--- src/shared/lcd_cursor_overlay_defines.vh ---
`ifndef LCD_CURSOR_OVERLAY_DEFINES_VH
`define LCD_CURSOR_OVERLAY_DEFINES_VH

// ----------------------------------------
// Register addresses
// ----------------------------------------
`define ADDR_CURSOR_WIDTH 16'h8015
`define ADDR_CURSOR_HEIGHT_MODE 16'h8016
`define ADDR_CURSOR_DIRECTION 16'h8017
`define ADDR_LAYER_OVERLAY 16'h8018

// ----------------------------------------
// Reset values
// ----------------------------------------
`define RESET_CURSOR_WIDTH 8'h00
`define RESET_CURSOR_HEIGHT_MODE 8'h00
`define RESET_CURSOR_DIRECTION 8'h00
`define RESET_LAYER_OVERLAY 8'h00

// ----------------------------------------
// Field positions
// ----------------------------------------
`define CURSOR_SIZE_MSB 3
`define CURSOR_SHAPE_BIT 7
`define DIRECTION_MSB 1
`define THREE_LAYER_BIT 4
`define BLOCK3_GRAPHICS_BIT 3
`define BLOCK1_GRAPHICS_BIT 2
`define COMBINE_MSB 1

// ----------------------------------------
// Shift directions and composition methods
// ----------------------------------------
`define DIR_RIGHT 2'h0
`define DIR_LEFT 2'h1
`define DIR_UP 2'h2
`define DIR_DOWN 2'h3
`define COMBINE_OR 2'h0
`define COMBINE_XOR 2'h1
`define COMBINE_AND 2'h2

// ----------------------------------------
// Indirect command codes
// ----------------------------------------
`define CMD_DIR_BASE 8'h4C
`define CMD_DIR_MASK 8'hFC

`endif

--- src/cursor_address_stepper.v ---
`timescale 1ns/10ps
`include "lcd_cursor_overlay_defines.vh"

module cursor_address_stepper #(
  parameter ADDR_WIDTH = 16
) (
  // Clock and reset
  input wire ref_clk,
  input wire reset,
  // Control
  input wire addrLoad,
  input wire [ADDR_WIDTH-1:0] addrLoadValue,
  input wire memAccess,
  input wire [1:0] direction,
  input wire [ADDR_WIDTH-1:0] addressPitch,
  // Result
  output reg [ADDR_WIDTH-1:0] cursorAddr_reg
);

  reg [ADDR_WIDTH-1:0] cursorAddr_next;

  // ----------------------------------------
  // Step in raw address units only
  // ----------------------------------------
  // Nine-pixel characters are not compensated; software presets the step
  always @* begin
    cursorAddr_next = cursorAddr_reg;
    if (addrLoad) begin
      cursorAddr_next = addrLoadValue;
    end else if (memAccess) begin
      case (direction)
        `DIR_RIGHT: cursorAddr_next = cursorAddr_reg + {{(ADDR_WIDTH-1){1'b0}}, 1'b1};
        `DIR_LEFT: cursorAddr_next = cursorAddr_reg - {{(ADDR_WIDTH-1){1'b0}}, 1'b1};
        `DIR_UP: cursorAddr_next = cursorAddr_reg - addressPitch;
        `DIR_DOWN: cursorAddr_next = cursorAddr_reg + addressPitch;
        default: cursorAddr_next = cursorAddr_reg;
      endcase
    end
  end

  always @(posedge ref_clk) begin
    if (reset) begin
      cursorAddr_reg <= {ADDR_WIDTH{1'b0}};
    end else begin
      cursorAddr_reg <= cursorAddr_next;
    end
  end

endmodule

--- src/lcd_cursor_overlay_control.v ---
`timescale 1ns/10ps
`include "lcd_cursor_overlay_defines.vh"

// How it works
// - Block 3 line count is the smaller of block 1 and block 2 counts.
// - Block 4 count is lines per frame minus the block 3 count, minus one.
// - Dual panel blanks each block's difference from half of frame lines plus one.
// - Cursor width field holds pixel width minus one from character origin.
// - Shape bit clear gives underscore cursor, set gives block cursor.
// - Height field gives underscore row or block height, lines minus one.
// - Cursor address steps after each memory access without a load in the same cycle: one or address pitch.
// - Direction codes 00 right, 01 left, 10 up, 11 down; commands 4C-4F.
// - Cursor steps in address units even for nine-pixel characters.
// - Cursor form command takes width then height as its parameters.
// - Cursor direction command carries the direction in its code.
// - Overlay command takes the overlay register value as parameter.
// - Block 3 mode bit: clear text, set graphics.
// - Block 1 mode bit: clear text, set graphics.
// - Combine OR, XOR or AND of first two layers; third ORed only with three-layer and block 1 graphics set.
module lcd_cursor_overlay_control #(
  parameter ADDR_WIDTH = 16,
  parameter [7:0] CMD_CURSOR_FORM = 8'h5D,
  parameter [7:0] CMD_LAYER_OVERLAY = 8'h5B
) (
  // Clock and reset
  input wire ref_clk,
  input wire reset,
  // Direct register access
  input wire [15:0] regAddr,
  input wire regWrite,
  input wire regRead,
  input wire [7:0] regWriteData,
  output reg [7:0] regReadData,
  // Indirect command stream
  input wire cmdValid,
  input wire [7:0] cmdCode,
  input wire paramValid,
  input wire [7:0] paramData,
  // Frame geometry from other registers
  input wire dualPanel,
  input wire [7:0] linesPerFrame,
  input wire [7:0] block1LineCount,
  input wire [7:0] block2LineCount,
  input wire [ADDR_WIDTH-1:0] addressPitch,
  // Cursor address events
  input wire cursorAddrLoad,
  input wire [ADDR_WIDTH-1:0] cursorAddrLoadValue,
  input wire memAccess,
  // Layer pixels
  input wire layer1Pixel,
  input wire layer2Pixel,
  input wire layer3Pixel,
  // Cursor configuration
  output wire [3:0] cursorHorizSize,
  output wire [3:0] cursorVertSize,
  output wire cursorShapeSelect,
  output wire [1:0] cursorDirection,
  output wire [ADDR_WIDTH-1:0] cursorAddr,
  // Overlay configuration
  output wire threeLayerSelect,
  output wire block3GraphicsSelect,
  output wire block1GraphicsSelect,
  output wire [1:0] layerCombineMethod,
  output reg composedPixel,
  // Derived block geometry
  output reg [7:0] block3LineCount,
  output reg [7:0] block4LineCount,
  output reg [8:0] block1BlankLines,
  output reg [8:0] block2BlankLines
);

  // ----------------------------------------
  // Parameter sequencer states
  // ----------------------------------------
  localparam [1:0] SEQ_IDLE = 2'h0;
  localparam [1:0] SEQ_FORM_WIDTH = 2'h1;
  localparam [1:0] SEQ_FORM_HEIGHT = 2'h2;
  localparam [1:0] SEQ_OVERLAY = 2'h3;

  // ----------------------------------------
  // Reset values cut to field widths
  // ----------------------------------------
  localparam [7:0] WIDTH_RESET = `RESET_CURSOR_WIDTH;
  localparam [7:0] HEIGHT_MODE_RESET = `RESET_CURSOR_HEIGHT_MODE;
  localparam [7:0] DIRECTION_RESET = `RESET_CURSOR_DIRECTION;
  localparam [7:0] OVERLAY_RESET = `RESET_LAYER_OVERLAY;

  reg [3:0] cursorWidth_reg;
  reg [3:0] cursorWidth_next;
  reg [3:0] cursorHeight_reg;
  reg [3:0] cursorHeight_next;
  reg cursorShape_reg;
  reg cursorShape_next;
  reg [1:0] direction_reg;
  reg [1:0] direction_next;
  reg [4:0] overlay_reg;
  reg [4:0] overlay_next;
  reg [1:0] seqState_reg;
  reg [1:0] seqState_next;

  wire [8:0] halfFrame;
  wire [7:0] smallerBlock;
  wire layer3Enable;
  wire dirCommand;

  // Distance between a block's size and half frame, in lines
  function [8:0] lineDiff;
    input [7:0] sizeMinusOne;
    input [8:0] half;
    reg [8:0] size;
    begin
      size = {1'b0, sizeMinusOne} + 9'h001;
      if (size > half) begin
        lineDiff = size - half;
      end else begin
        lineDiff = half - size;
      end
    end
  endfunction

  // ----------------------------------------
  // Register writes, direct and indirect
  // ----------------------------------------
  // Direction codes carry their value, so they take no parameter bytes
  assign dirCommand = cmdValid && ((cmdCode & `CMD_DIR_MASK) == `CMD_DIR_BASE);

  // Direct writes win over a parameter in the same cycle; bytes are not lost
  // only if the host does not overlap both paths, which it never needs to.
  always @* begin
    cursorWidth_next = cursorWidth_reg;
    cursorHeight_next = cursorHeight_reg;
    cursorShape_next = cursorShape_reg;
    direction_next = direction_reg;
    overlay_next = overlay_reg;
    seqState_next = seqState_reg;
    // Any other command drops a half-finished parameter list
    if (cmdValid) begin
      if (cmdCode == CMD_CURSOR_FORM) begin
        seqState_next = SEQ_FORM_WIDTH;
      end else if (cmdCode == CMD_LAYER_OVERLAY) begin
        seqState_next = SEQ_OVERLAY;
      end else begin
        seqState_next = SEQ_IDLE;
      end
      if (dirCommand) begin
        direction_next = cmdCode[1:0];
      end
    end else if (paramValid) begin
      case (seqState_reg)
        SEQ_FORM_WIDTH: begin
          cursorWidth_next = paramData[`CURSOR_SIZE_MSB:0];
          seqState_next = SEQ_FORM_HEIGHT;
        end
        SEQ_FORM_HEIGHT: begin
          cursorHeight_next = paramData[`CURSOR_SIZE_MSB:0];
          cursorShape_next = paramData[`CURSOR_SHAPE_BIT];
          seqState_next = SEQ_IDLE;
        end
        SEQ_OVERLAY: begin
          overlay_next = paramData[`THREE_LAYER_BIT:0];
          seqState_next = SEQ_IDLE;
        end
        default: begin
          seqState_next = SEQ_IDLE;
        end
      endcase
    end
    if (regWrite) begin
      case (regAddr)
        `ADDR_CURSOR_WIDTH: begin
          cursorWidth_next = regWriteData[`CURSOR_SIZE_MSB:0];
        end
        `ADDR_CURSOR_HEIGHT_MODE: begin
          cursorHeight_next = regWriteData[`CURSOR_SIZE_MSB:0];
          cursorShape_next = regWriteData[`CURSOR_SHAPE_BIT];
        end
        `ADDR_CURSOR_DIRECTION: begin
          direction_next = regWriteData[`DIRECTION_MSB:0];
        end
        `ADDR_LAYER_OVERLAY: begin
          overlay_next = regWriteData[`THREE_LAYER_BIT:0];
        end
        default: begin
          overlay_next = overlay_next;
        end
      endcase
    end
  end

  always @(posedge ref_clk) begin
    if (reset) begin
      cursorWidth_reg <= WIDTH_RESET[`CURSOR_SIZE_MSB:0];
      cursorHeight_reg <= HEIGHT_MODE_RESET[`CURSOR_SIZE_MSB:0];
      cursorShape_reg <= HEIGHT_MODE_RESET[`CURSOR_SHAPE_BIT];
      direction_reg <= DIRECTION_RESET[`DIRECTION_MSB:0];
      overlay_reg <= OVERLAY_RESET[`THREE_LAYER_BIT:0];
      seqState_reg <= SEQ_IDLE;
    end else begin
      cursorWidth_reg <= cursorWidth_next;
      cursorHeight_reg <= cursorHeight_next;
      cursorShape_reg <= cursorShape_next;
      direction_reg <= direction_next;
      overlay_reg <= overlay_next;
      seqState_reg <= seqState_next;
    end
  end

  // ----------------------------------------
  // Read back
  // ----------------------------------------
  // Unused bits read as zero
  // A read in the cycle of a write returns the old value
  always @(posedge ref_clk) begin
    if (reset) begin
      regReadData <= 8'h00;
    end else if (regRead) begin
      case (regAddr)
        `ADDR_CURSOR_WIDTH: regReadData <= {4'h0, cursorWidth_reg};
        `ADDR_CURSOR_HEIGHT_MODE: regReadData <= {cursorShape_reg, 3'h0, cursorHeight_reg};
        `ADDR_CURSOR_DIRECTION: regReadData <= {6'h00, direction_reg};
        `ADDR_LAYER_OVERLAY: regReadData <= {3'h0, overlay_reg};
        default: regReadData <= 8'h00;
      endcase
    end
  end

  assign cursorHorizSize = cursorWidth_reg;
  assign cursorVertSize = cursorHeight_reg;
  assign cursorShapeSelect = cursorShape_reg;
  assign cursorDirection = direction_reg;
  assign threeLayerSelect = overlay_reg[`THREE_LAYER_BIT];
  assign block3GraphicsSelect = overlay_reg[`BLOCK3_GRAPHICS_BIT];
  assign block1GraphicsSelect = overlay_reg[`BLOCK1_GRAPHICS_BIT];
  assign layerCombineMethod = overlay_reg[`COMBINE_MSB:0];

  // ----------------------------------------
  // Cursor address
  // ----------------------------------------
  // Address wraps at the top of the address space
  cursor_address_stepper #(
    .ADDR_WIDTH(ADDR_WIDTH)
  ) i_cursor_address_stepper (
    .ref_clk(ref_clk),
    .reset(reset),
    .addrLoad(cursorAddrLoad),
    .addrLoadValue(cursorAddrLoadValue),
    .memAccess(memAccess),
    .direction(direction_reg),
    .addressPitch(addressPitch),
    .cursorAddr_reg(cursorAddr)
  );

  // ----------------------------------------
  // Layer composition
  // ----------------------------------------
  // Third layer is dropped when block 1 is text, since text leaves no room for it
  assign layer3Enable = threeLayerSelect && block1GraphicsSelect;

  always @(posedge ref_clk) begin
    if (reset) begin
      composedPixel <= 1'b0;
    end else begin
      case (layerCombineMethod)
        `COMBINE_OR: composedPixel <= layer1Pixel | layer2Pixel | (layer3Pixel & layer3Enable);
        `COMBINE_XOR: composedPixel <= (layer1Pixel ^ layer2Pixel) | (layer3Pixel & layer3Enable);
        `COMBINE_AND: composedPixel <= (layer1Pixel & layer2Pixel) | (layer3Pixel & layer3Enable);
        default: composedPixel <= 1'b0;
      endcase
    end
  end

  // ----------------------------------------
  // Derived block geometry
  // ----------------------------------------
  assign halfFrame = ({1'b0, linesPerFrame} + 9'h001) >> 1;
  assign smallerBlock = (block1LineCount < block2LineCount) ? block1LineCount : block2LineCount;

  // Counts stay in lines-minus-one form, like the programmed block sizes
  // Block 4 wraps if both blocks overrun the frame; software avoids that
  always @(posedge ref_clk) begin
    if (reset) begin
      block3LineCount <= 8'h00;
      block4LineCount <= 8'h00;
      block1BlankLines <= 9'h000;
      block2BlankLines <= 9'h000;
    end else begin
      block3LineCount <= smallerBlock;
      block4LineCount <= linesPerFrame - smallerBlock - 8'h01;
      if (dualPanel) begin
        block1BlankLines <= lineDiff(block1LineCount, halfFrame);
        block2BlankLines <= lineDiff(block2LineCount, halfFrame);
      end else begin
        block1BlankLines <= 9'h000;
        block2BlankLines <= 9'h000;
      end
    end
  end

endmodule

--- config.mk ---
export PLATFORM = sky130hd
export DESIGN_NAME = lcd_cursor_overlay_control
export DESIGN_NICKNAME = d
export VERILOG_FILES = /design/src/cursor_address_stepper.v /design/src/lcd_cursor_overlay_control.v
export VERILOG_INCLUDE_DIRS = /design/src /design/src/shared
export SDC_FILE = /design/constraint.sdc
export NUM_CORES = 1
export LEC_CHECK = 0
export BUFFER_PORTS_ARGS = -buffer_cell sky130_fd_sc_hd__buf_2
export CORE_ASPECT_RATIO = 0.5
export CORE_UTILIZATION = 25
export CTS_BUF_LIST = sky130_fd_sc_hd__clkbuf_8
export CTS_CLUSTER_SIZE = 12
export DETAILED_ROUTE_END_ITERATION = 10
export PLACE_DENSITY_LB_ADDON = 0.15
export SLEW_MARGIN = 10
export SYNTH_ARGS = -nofsm -noshare
export SYNTH_HDL_FRONTEND = slang
export SYNTH_HIERARCHICAL = 1
export SYNTH_SLANG_ARGS = --single-unit
--- constraint.sdc ---
create_clock -name ref_clk -period 10.9 [get_ports ref_clk]
set_input_delay 3.27 -clock ref_clk [delete_from_list [all_inputs] [get_ports ref_clk]]
set_output_delay 3.27 -clock ref_clk [all_outputs]
set_load 0.05 [all_outputs]
# Word level (Yosys, flattened, before mapping)
# Index checks and enable logic that the tools add are counted.
# op_classes
reduce_logical	7
magnitude_cmp	3
bitwise	8
n_eq_ne	15
addsub	13
n_mux	37
# ops
op	n
$eq 16x16->1 const B	4
$pmux 16 s4	1
$mux 4	10
$mux 16	2
$pmux 8 s4	1
$add 8x1->9 const B	3
$mux 5	5
$gt 9x8->1	2
$mux 2	9
$mux 9	2
$sub 8x9->9	2
$sub 9x8->9	2
$add 16x1->16 const B	1
$add 16x16->16	1
$eq 8x7->1 const B	2
$sub 16x1->16 const B	1
$sub 16x16->16	1
$eq 2x2->1 const B	5
$lt 8x8->1	1
$mux 8	1
$sub 8x1->8 const B	1
$sub 8x8->8	1
$eq 2x1->1 const B	3
$eq 6x5->1 const B	1
other kinds (10)	21
# word_totals
register_bits	77
output_inout_bits	75
inputBits	108

# Logic depth before layout (Yosys ltp)
# Gate-level depths: netlist of the first run.
# logic_depth
depth_word	6
ltp_mapped	17

# Cells and area by module
# The synthesis of the first run kept the hierarchy.
# modules_own_cells
mod	cells_per_inst	n_inst	area_each_um2	seq_area_each_um2
lcd_cursor_overlay_control	610	1	4961.0	1181.1
cursor_address_stepper	287	1	2019.4	320.3

# Worst setup path after synthesis of the first run
# OpenSTA, ideal clock, no wires.
# synth_path
kind	input to register
from	input port block2LineCount[7]
to	register block4LineCount[6]
setup_ns	0.126
t_required_ns	10.774
path_slack_ns	4.674
cell_stages	14
t_arrival_ns	6.100
path_cell_list	inv_1 ha_1 nand4_1 o31ai_1 buf_6 mux2i_1 xor2_1 ha_1 a311o_1 maj3_2 maj3_2 a31oi_1 xor2_1 nor2_1
# synth_via
elab_chain_len	4
# synth_lines
element	line	text
start: declaration	lcd_cursor_overlay_control.v:43	input wire [7:0] block2LineCount,
$lt 8x8->1	lcd_cursor_overlay_control.v:276	assign smallerBlock = (block1LineCount < block2LineCount) ? block1LineCount : block2LineCount;
$mux 8	lcd_cursor_overlay_control.v:276	
$sub 8x8->8	lcd_cursor_overlay_control.v:288	block4LineCount <= linesPerFrame - smallerBlock - 8'h01;
$sub 8x1->8	lcd_cursor_overlay_control.v:288	
end signal: assignment	lcd_cursor_overlay_control.v:288	
end: declaration	lcd_cursor_overlay_control.v:67	output reg [7:0] block4LineCount,
# Every way passes these cells.
# A chain may end at the register's enable or synchronous reset.

# Final worst setup path of the first run
# layout_path
from	input port linesPerFrame[1]
to	register block2BlankLines[7]
# layout_via
elab_chain_len	3
# layout_lines
element	line	text
start: declaration	lcd_cursor_overlay_control.v:41	input wire [7:0] linesPerFrame,
$add 8x1->9 (*)	lcd_cursor_overlay_control.v:275	assign halfFrame = ({1'b0, linesPerFrame} + 9'h001) >> 1;
$sub 8x9->9, or another cell as far along	lcd_cursor_overlay_control.v:116	lineDiff = half - size;
$mux 9 (*)	lcd_cursor_overlay_control.v:113	if (size > half) begin
end signal: assignment	lcd_cursor_overlay_control.v:291	block2BlankLines <= lineDiff(block2LineCount, halfFrame);
end: declaration	lcd_cursor_overlay_control.v:69	output reg [8:0] block2BlankLines
# Mark *: on every way between the ends. The rest lies on a longest branch, timed or not.

==> qor.csv, run 1 <==
metric,value,unit
metal2 WL,11200,um
post-DR vias/cell,4.992,
initial core utilization,25.94,%
Rows,42,
fmax,141.7,MHz
asr flop ratio synth,0,%
overall power,907.3,uW
drt wl/cell,16.11,um
Worst R2R Setup Slack,7.60,ns
Leakage,3.882,nW
"count leader, synth",nor2_1,
initial antenna violation count,3,
gr ovfl total,0,
met1 wire length,10500,um
largest net degree at the start of global routing,47,
first-pass GRT wire length,36830,um
Largest register FFs,16,
VDD IR-drop max,0.00004382,V
Comb power frac,39.2,%
worst skew pair latency,0.39,ns
relative slew slack,28.05,%
number of global-route vias before repair,6855,
I/O pin cnt,183,
max-cap violation count,0,
crit path time final,7.058,ns
period utilization,64.75,%
placer congestion estimate,0.8824,
H-Tree Depth,3,
top post-synthesis cells by area,"dfxtp_1 22%, ha_1 12%, a21oi_1 5.4%",
Flop pwr share,33.1,%
die area,0.02863,sq mm
synthesized flop and latch total,75,
CTS max path bufs,2,
worst slew pin tran,1.073,ns
Pwr Density,107.5,mW/mm^2
Post-CTS Hold Buffers,0,
TritonCTS Sinks,75,
Hold Path Class,reg -> reg,
Vias,7184,
Netlist cell types,88,
post-synth top area share,21.51,%
synth cell count leaders,"82 x nor2_1, 75 x a21oi_1, 75 x dfxtp_1, 70 x inv_1, 68 x ha_1",
TritonCTS clock tree,yes,
DRT iter0 DRCs,429,
count of pins over their slew limit,0,
final setup fails,0,
Core Box Area,0.02691,sq mm
DR WL met3,1025,um
antenna-violating nets left,0,
"Avg Cell Area, Syn",7.782,sq um
final hold vios,0,
worst hold slack,0.4680,ns
Remaining DRCs,0,
switching power,358.2,uW
post-synthesis sequential area ratio,21.51,%
Post-CTS Setup Bufs,0,
synthesized area,0.006980,sq mm
layout cells sized above 1,21.09,%
Clock power frac,27.7,%
Num CTS Buffers,9,
Clock Skew,0.007982,ns
1st-pass router iterations,6,
Buffers on Ports,176,
crit-path max FO,13,
setup_tns,0,ns
Ys Warns,6,
Nets,1239,
Horiz. Die Dim,238.3,um
number of flops mapped to enable cells by yosys,0,
Top Metal Used,met4,
post-CTS sizing,0,
synthesized netlist cell count,897,
clock-pin slew on the worst setup and hold paths,0.08,ns
total track usage,16.43,%
Synth Flop Type,dfxtp_1,
sw frac,39.48,%
RSZ-0062 raised after global routing,no,
worst endpoint required time,11.20,ns
"Arr. time, crit path",7.36,ns
critical path class,in -> reg,
Die Y,120.2,um
clk root buf,clkbuf_8,
post-synth top area cell,dfxtp_1,
total detailed-routing wirelength,23180,um
Int Pwr,549.1,uW
Post-DP HPWL,18640,um
status,completed,
Setup crit end kind,flip-flop,
P&R area growth vs syn,20.90,%
Setup crit start kind,primary input,
final timing paths:
path                            cells past startpoint                     startpoint                                                  endpoint
worst min register to register                      2    regReadData[7]$_SDFFE_PP0P_                               regReadData[7]$_SDFFE_PP0P_
worst max-delay path                               14               linesPerFrame[1]                            block2BlankLines[7]$_SDFF_PP0_
worst min-delay path                                2    regReadData[7]$_SDFFE_PP0P_                               regReadData[7]$_SDFFE_PP0P_
worst max register to register                     10  cursorDirection[1]$_SDFF_PP0_  i_cursor_address_stepper/cursorAddr_reg[15]$_SDFFE_PP0P_
cell usage in the layout, fill, tap and decap left out, types with 32 or more instances in the layout:
cell type / synthesis / routed
buf_2: 1 / 176
a21oi_1: 75 / 75
nor2_1: 82 / 82
ha_1: 68 / 68
inv_1: 70 / 70
nand2_1: 53 / 53
mux2i_1: 32 / 32
dfxtp_1: 75 / 75
o21ai_0: 39 / 39
nand3_1: 35 / 35
layer usage:
layer	up-vias	track usage [%]
met1	3389	20.77
met5	-	0
met3	26	3.566
met2	162	27.73
li1	3607	-
met4	0	5.288
area by class of cell:
class / count / area (sq um)
Inverter: 72 / 270.3
Multi-Input combinational cell: 718 / 5051
Timing Repair Buffer: 182 / 925.9
Clock buffer: 10 / 137.6
Sequential cell: 75 / 1501
Clock inverter: 5 / 77.57
Fill cell: 2977 / 18470
Antenna cell: 3 / 7.507
Tap cell: 374 / 467.9
worst max-delay path: stages:
cell	delay, ns
buf_2	0.15
ha_1	0.20
nand3_1	0.12
nor2_1	0.18
xor2_1	0.40
ha_1	0.43
and4_1	0.30
and2_1	0.19
a21oi_1	0.69
a21boi_1	0.41
nor3_1	0.11
or4_1	0.53
a31o_2	0.25
a21oi_1	0.12
per-stage QoR:
stage / instance area, sq um / cells / utilization (%) / setup WS (ns)
2_1_floorplan: 6984 / 898 / - / 4.674
3_3_place_gp: 8217 / 1421 / 30.54 / 3.487
3_5_place_dp: 8217 / 1421 / 30.54 / 3.525
4_1_cts: 8432 / 1436 / 31.34 / 3.930
5_1_grt: 8439 / 1439 / 31.37 / 3.565
6_report: 8439 / 1439 / 31.37 / 3.842
cell families after synthesis:
group / after synthesis / share of synthesized area, %
other: 1 / 0.05372
AOI/OAI and AO/OA: 270 / 26.44
buffers and inverters: 105 / 6.255
and+or+nand+nor: 300 / 22.19
DFF: 75 / 21.51
adders and majority gates: 76 / 14.09
xor gates and xnor gates: 35 / 4.391
muxes: 35 / 5.073
power by group through the flow:
stage,Combinational (mW),Sequential (mW),Clock [mW]
floorplan,0.188,0.374,0
global placement,0.355,0.307,0
detailed placement,0.356,0.307,0
CTS,0.358,0.301,0.266
global route,0.392,0.302,0.277
finish,0.356,0.300,0.251
Power figures use the tool's default switching activity.
==> run 2: changes to the inputs <==
clock period = 6.8 ns   (was 10.9 ns; I/O delays follow)
==> run 2 against run 1 <==
Power up 60%. Clock skew is 0.0047 ns higher. Final cell count about the same. Non-clock buffer count increased by 1. Clock power grew 57%. Global-route usage rose by 0.15 points. Critical path depth is the same. First-iteration DRC count is 21% higher. Largest cell class unchanged.
==> qor.csv, run 2 (synthesis gave the netlist of run 1 again) <==
metric,value,unit
worst r2r src,cursorDirection[1]$_SDFF_PP0_,
I/O pin cnt,183,
setup_tns,0,ns
met1 Use GR,21.17,%
met2 Use GR,28.41,%
total track usage,16.58,%
die area,0.02863,sq mm
gr ovfl total,0,
period utilization,81.74,%
post-CTS sizing,0,
Post-CTS Hold Buffers,0,
largest net degree at the start of global routing,46,
Leakage,3.886,nW
hold path cells,2,
"Arr. time, crit path",5.89,ns
TritonCTS Sinks,75,
"slowest stage delay, CP",0.54,ns
RR Endpoint,i_cursor_address_stepper/cursorAddr_reg[15]$_SDFFE_PP0P_,
critical path class,in -> reg,
1st-pass router iterations,5,
CTS max path bufs,2,
busiest grt layer,met2,
Nets,1240,
Core Box Area,0.02691,sq mm
crit path time final,5.558,ns
initial antenna violation count,2,
layout cells sized above 1,21.24,%
status,completed,
initial core utilization,25.94,%
H-Tree Depth,3,
relative slew slack,29.87,%
"most common cell after layout, fill and taps aside",buf_2,
cell family with most CP delay,simple AND/OR/NAND/NOR gates,
antenna-violating nets left,0,
final hold vios,0,
final worst slack,1.242,ns
Buffers on Ports,176,
Horiz. Die Dim,238.3,um
Hold Path End,regReadData[7]$_SDFFE_PP0P_,
P&R area growth vs syn,20.86,%
worst endpoint required time,7.13,ns
Hold Path Class,reg -> reg,
TritonCTS clock tree,yes,
Die Y,120.2,um
placer congestion estimate,0.8883,
fmax,179.9,MHz
RSZ-0062 raised after global routing,no,
count of pins over their slew limit,0,
Setup crit end kind,flip-flop,
Setup WS pre-CTS,0.8387,ns
Worst R2R Setup Slack,3.42,ns
clock-pin slew on the worst setup and hold paths,0.10,ns
reg2reg path depth,10,
worst skew pair latency,0.40,ns
Worst Path Buf+Inv,1,
Post-DP HPWL,18760,um
hold wc startpoint,regReadData[7]$_SDFFE_PP0P_,
met3 GRT Util,3.244,%
DRT iter0 DRCs,520,
cell chain of the critical path,buf_2 -> ha_1 -> nand3_1 -> nor2_1 -> xor2_1 -> ha_1 -> and4_1 -> and2_1 -> a21oi_1 -> a21boi_1 -> nor3_1 -> or4_1 -> a31o_2 -> a21oi_1,
most frequent cells in the layout,"176 x buf_2, 82 x nor2_1, 75 x a21oi_1, 75 x dfxtp_1, 70 x inv_1",
Remaining DRCs,0,
Pwr Density,171.7,mW/mm^2
final core occ,31.36,%
clk root buf,clkbuf_8,
Vias,7162,
post-DR vias/cell,4.974,
Post-CTS Setup Bufs,0,
Rows,42,
final setup fails,0,
number of global-route vias before repair,6884,
Slowest cell on crit path,or4_1,
VDD IR-drop max,0.00007583,V
total detailed-routing wirelength,23540,um
Largest register FFs,16,
Clock Skew,0.01273,ns
first-pass GRT wire length,37150,um
Setup crit start kind,primary input,
drt wl/cell,16.35,um
Num CTS Buffers,9,
crit-path max FO,9,
max-cap violation count,0,
worst slew pin tran,1.046,ns
==> run 2: cell types whose count changed in the layout (fill, tap and decap cells not counted), sizes merged <==
cell      previous run  this run
bufinv               2         1
buf                182       183
inv                 70        72
clkinvlp             1         0
clkinv               4         5
diode                3         2
==> run 2: layout make-up <==
type / count / area [sq um]
flip-flops and latches: 75 / 1501
well taps: 374 / 467.9
diodes: 2 / 5.005
fillers: 2973 / 18470
inverters: 72 / 270.3
repair buffers: 183 / 933.4
multi-input cells: 718 / 5051
clock buffers: 10 / 137.6
clock inverters: 6 / 70.07
==> run 2: worst max-delay path by stage <==
stage,start,endpoint,cells past startpoint,slack [ns]
after global placement,linesPerFrame[1],block2BlankLines[7]$_SDFF_PP0_,14,0.85
after global routing,linesPerFrame[1],block2BlankLines[7]$_SDFF_PP0_,14,0.90
after floorplan,block2LineCount[7],block4LineCount[6]$_SDFF_PP0_,14,1.80
after CTS,linesPerFrame[1],block2BlankLines[7]$_SDFF_PP0_,14,1.26
after detailed placement,linesPerFrame[1],block2BlankLines[7]$_SDFF_PP0_,14,0.84
final,linesPerFrame[1],block2BlankLines[7]$_SDFF_PP0_,14,1.24
==> run 2: where the power goes <==
group / internal [mW] / leakage [nW] / total, mW / switching (mW)
Combinational: 0.198 / 3.16 / 0.573 / 0.376
Clock: 0.183 / 0.107 / 0.394 / 0.211
Sequential: 0.470 / 0.615 / 0.482 / 0.0120
Total: 0.850 / 3.89 / 1.45 / 0.599
==> run 2: through the flow <==
step	hold slack [ns]	instance area (sq um)	total power [mW]	std cells
3_5_place_dp	0.4566	8224	1.064	1422
2_1_floorplan	0.5231	6984	0.9008	898
6_report	0.4704	8437	1.449	1440
3_3_place_gp	0.4546	8224	1.062	1422
4_1_cts	0.4727	8432	1.477	1438
5_1_grt	0.4984	8437	1.545	1440
==> run 2: routing by layer <==
metal	up-vias	share of wire (%)
met5	-	0
met4	0	1.3
met3	15	4.0
met2	141	49
met1	3400	46
li1	3606	-
==> run 2: worst reg2reg max path, stage by stage, from the launching register on <==
cell and delay (ns):
dfxtp_1 0.90, nand2_1 0.44, o21ai_0 0.18, a21oi_1 0.10, ha_1 0.34, o211ai_1 0.11, o21a_2 0.25, a211o_1 0.34
a41oi_1 0.27, nor3_1 0.09, o32ai_2 0.27
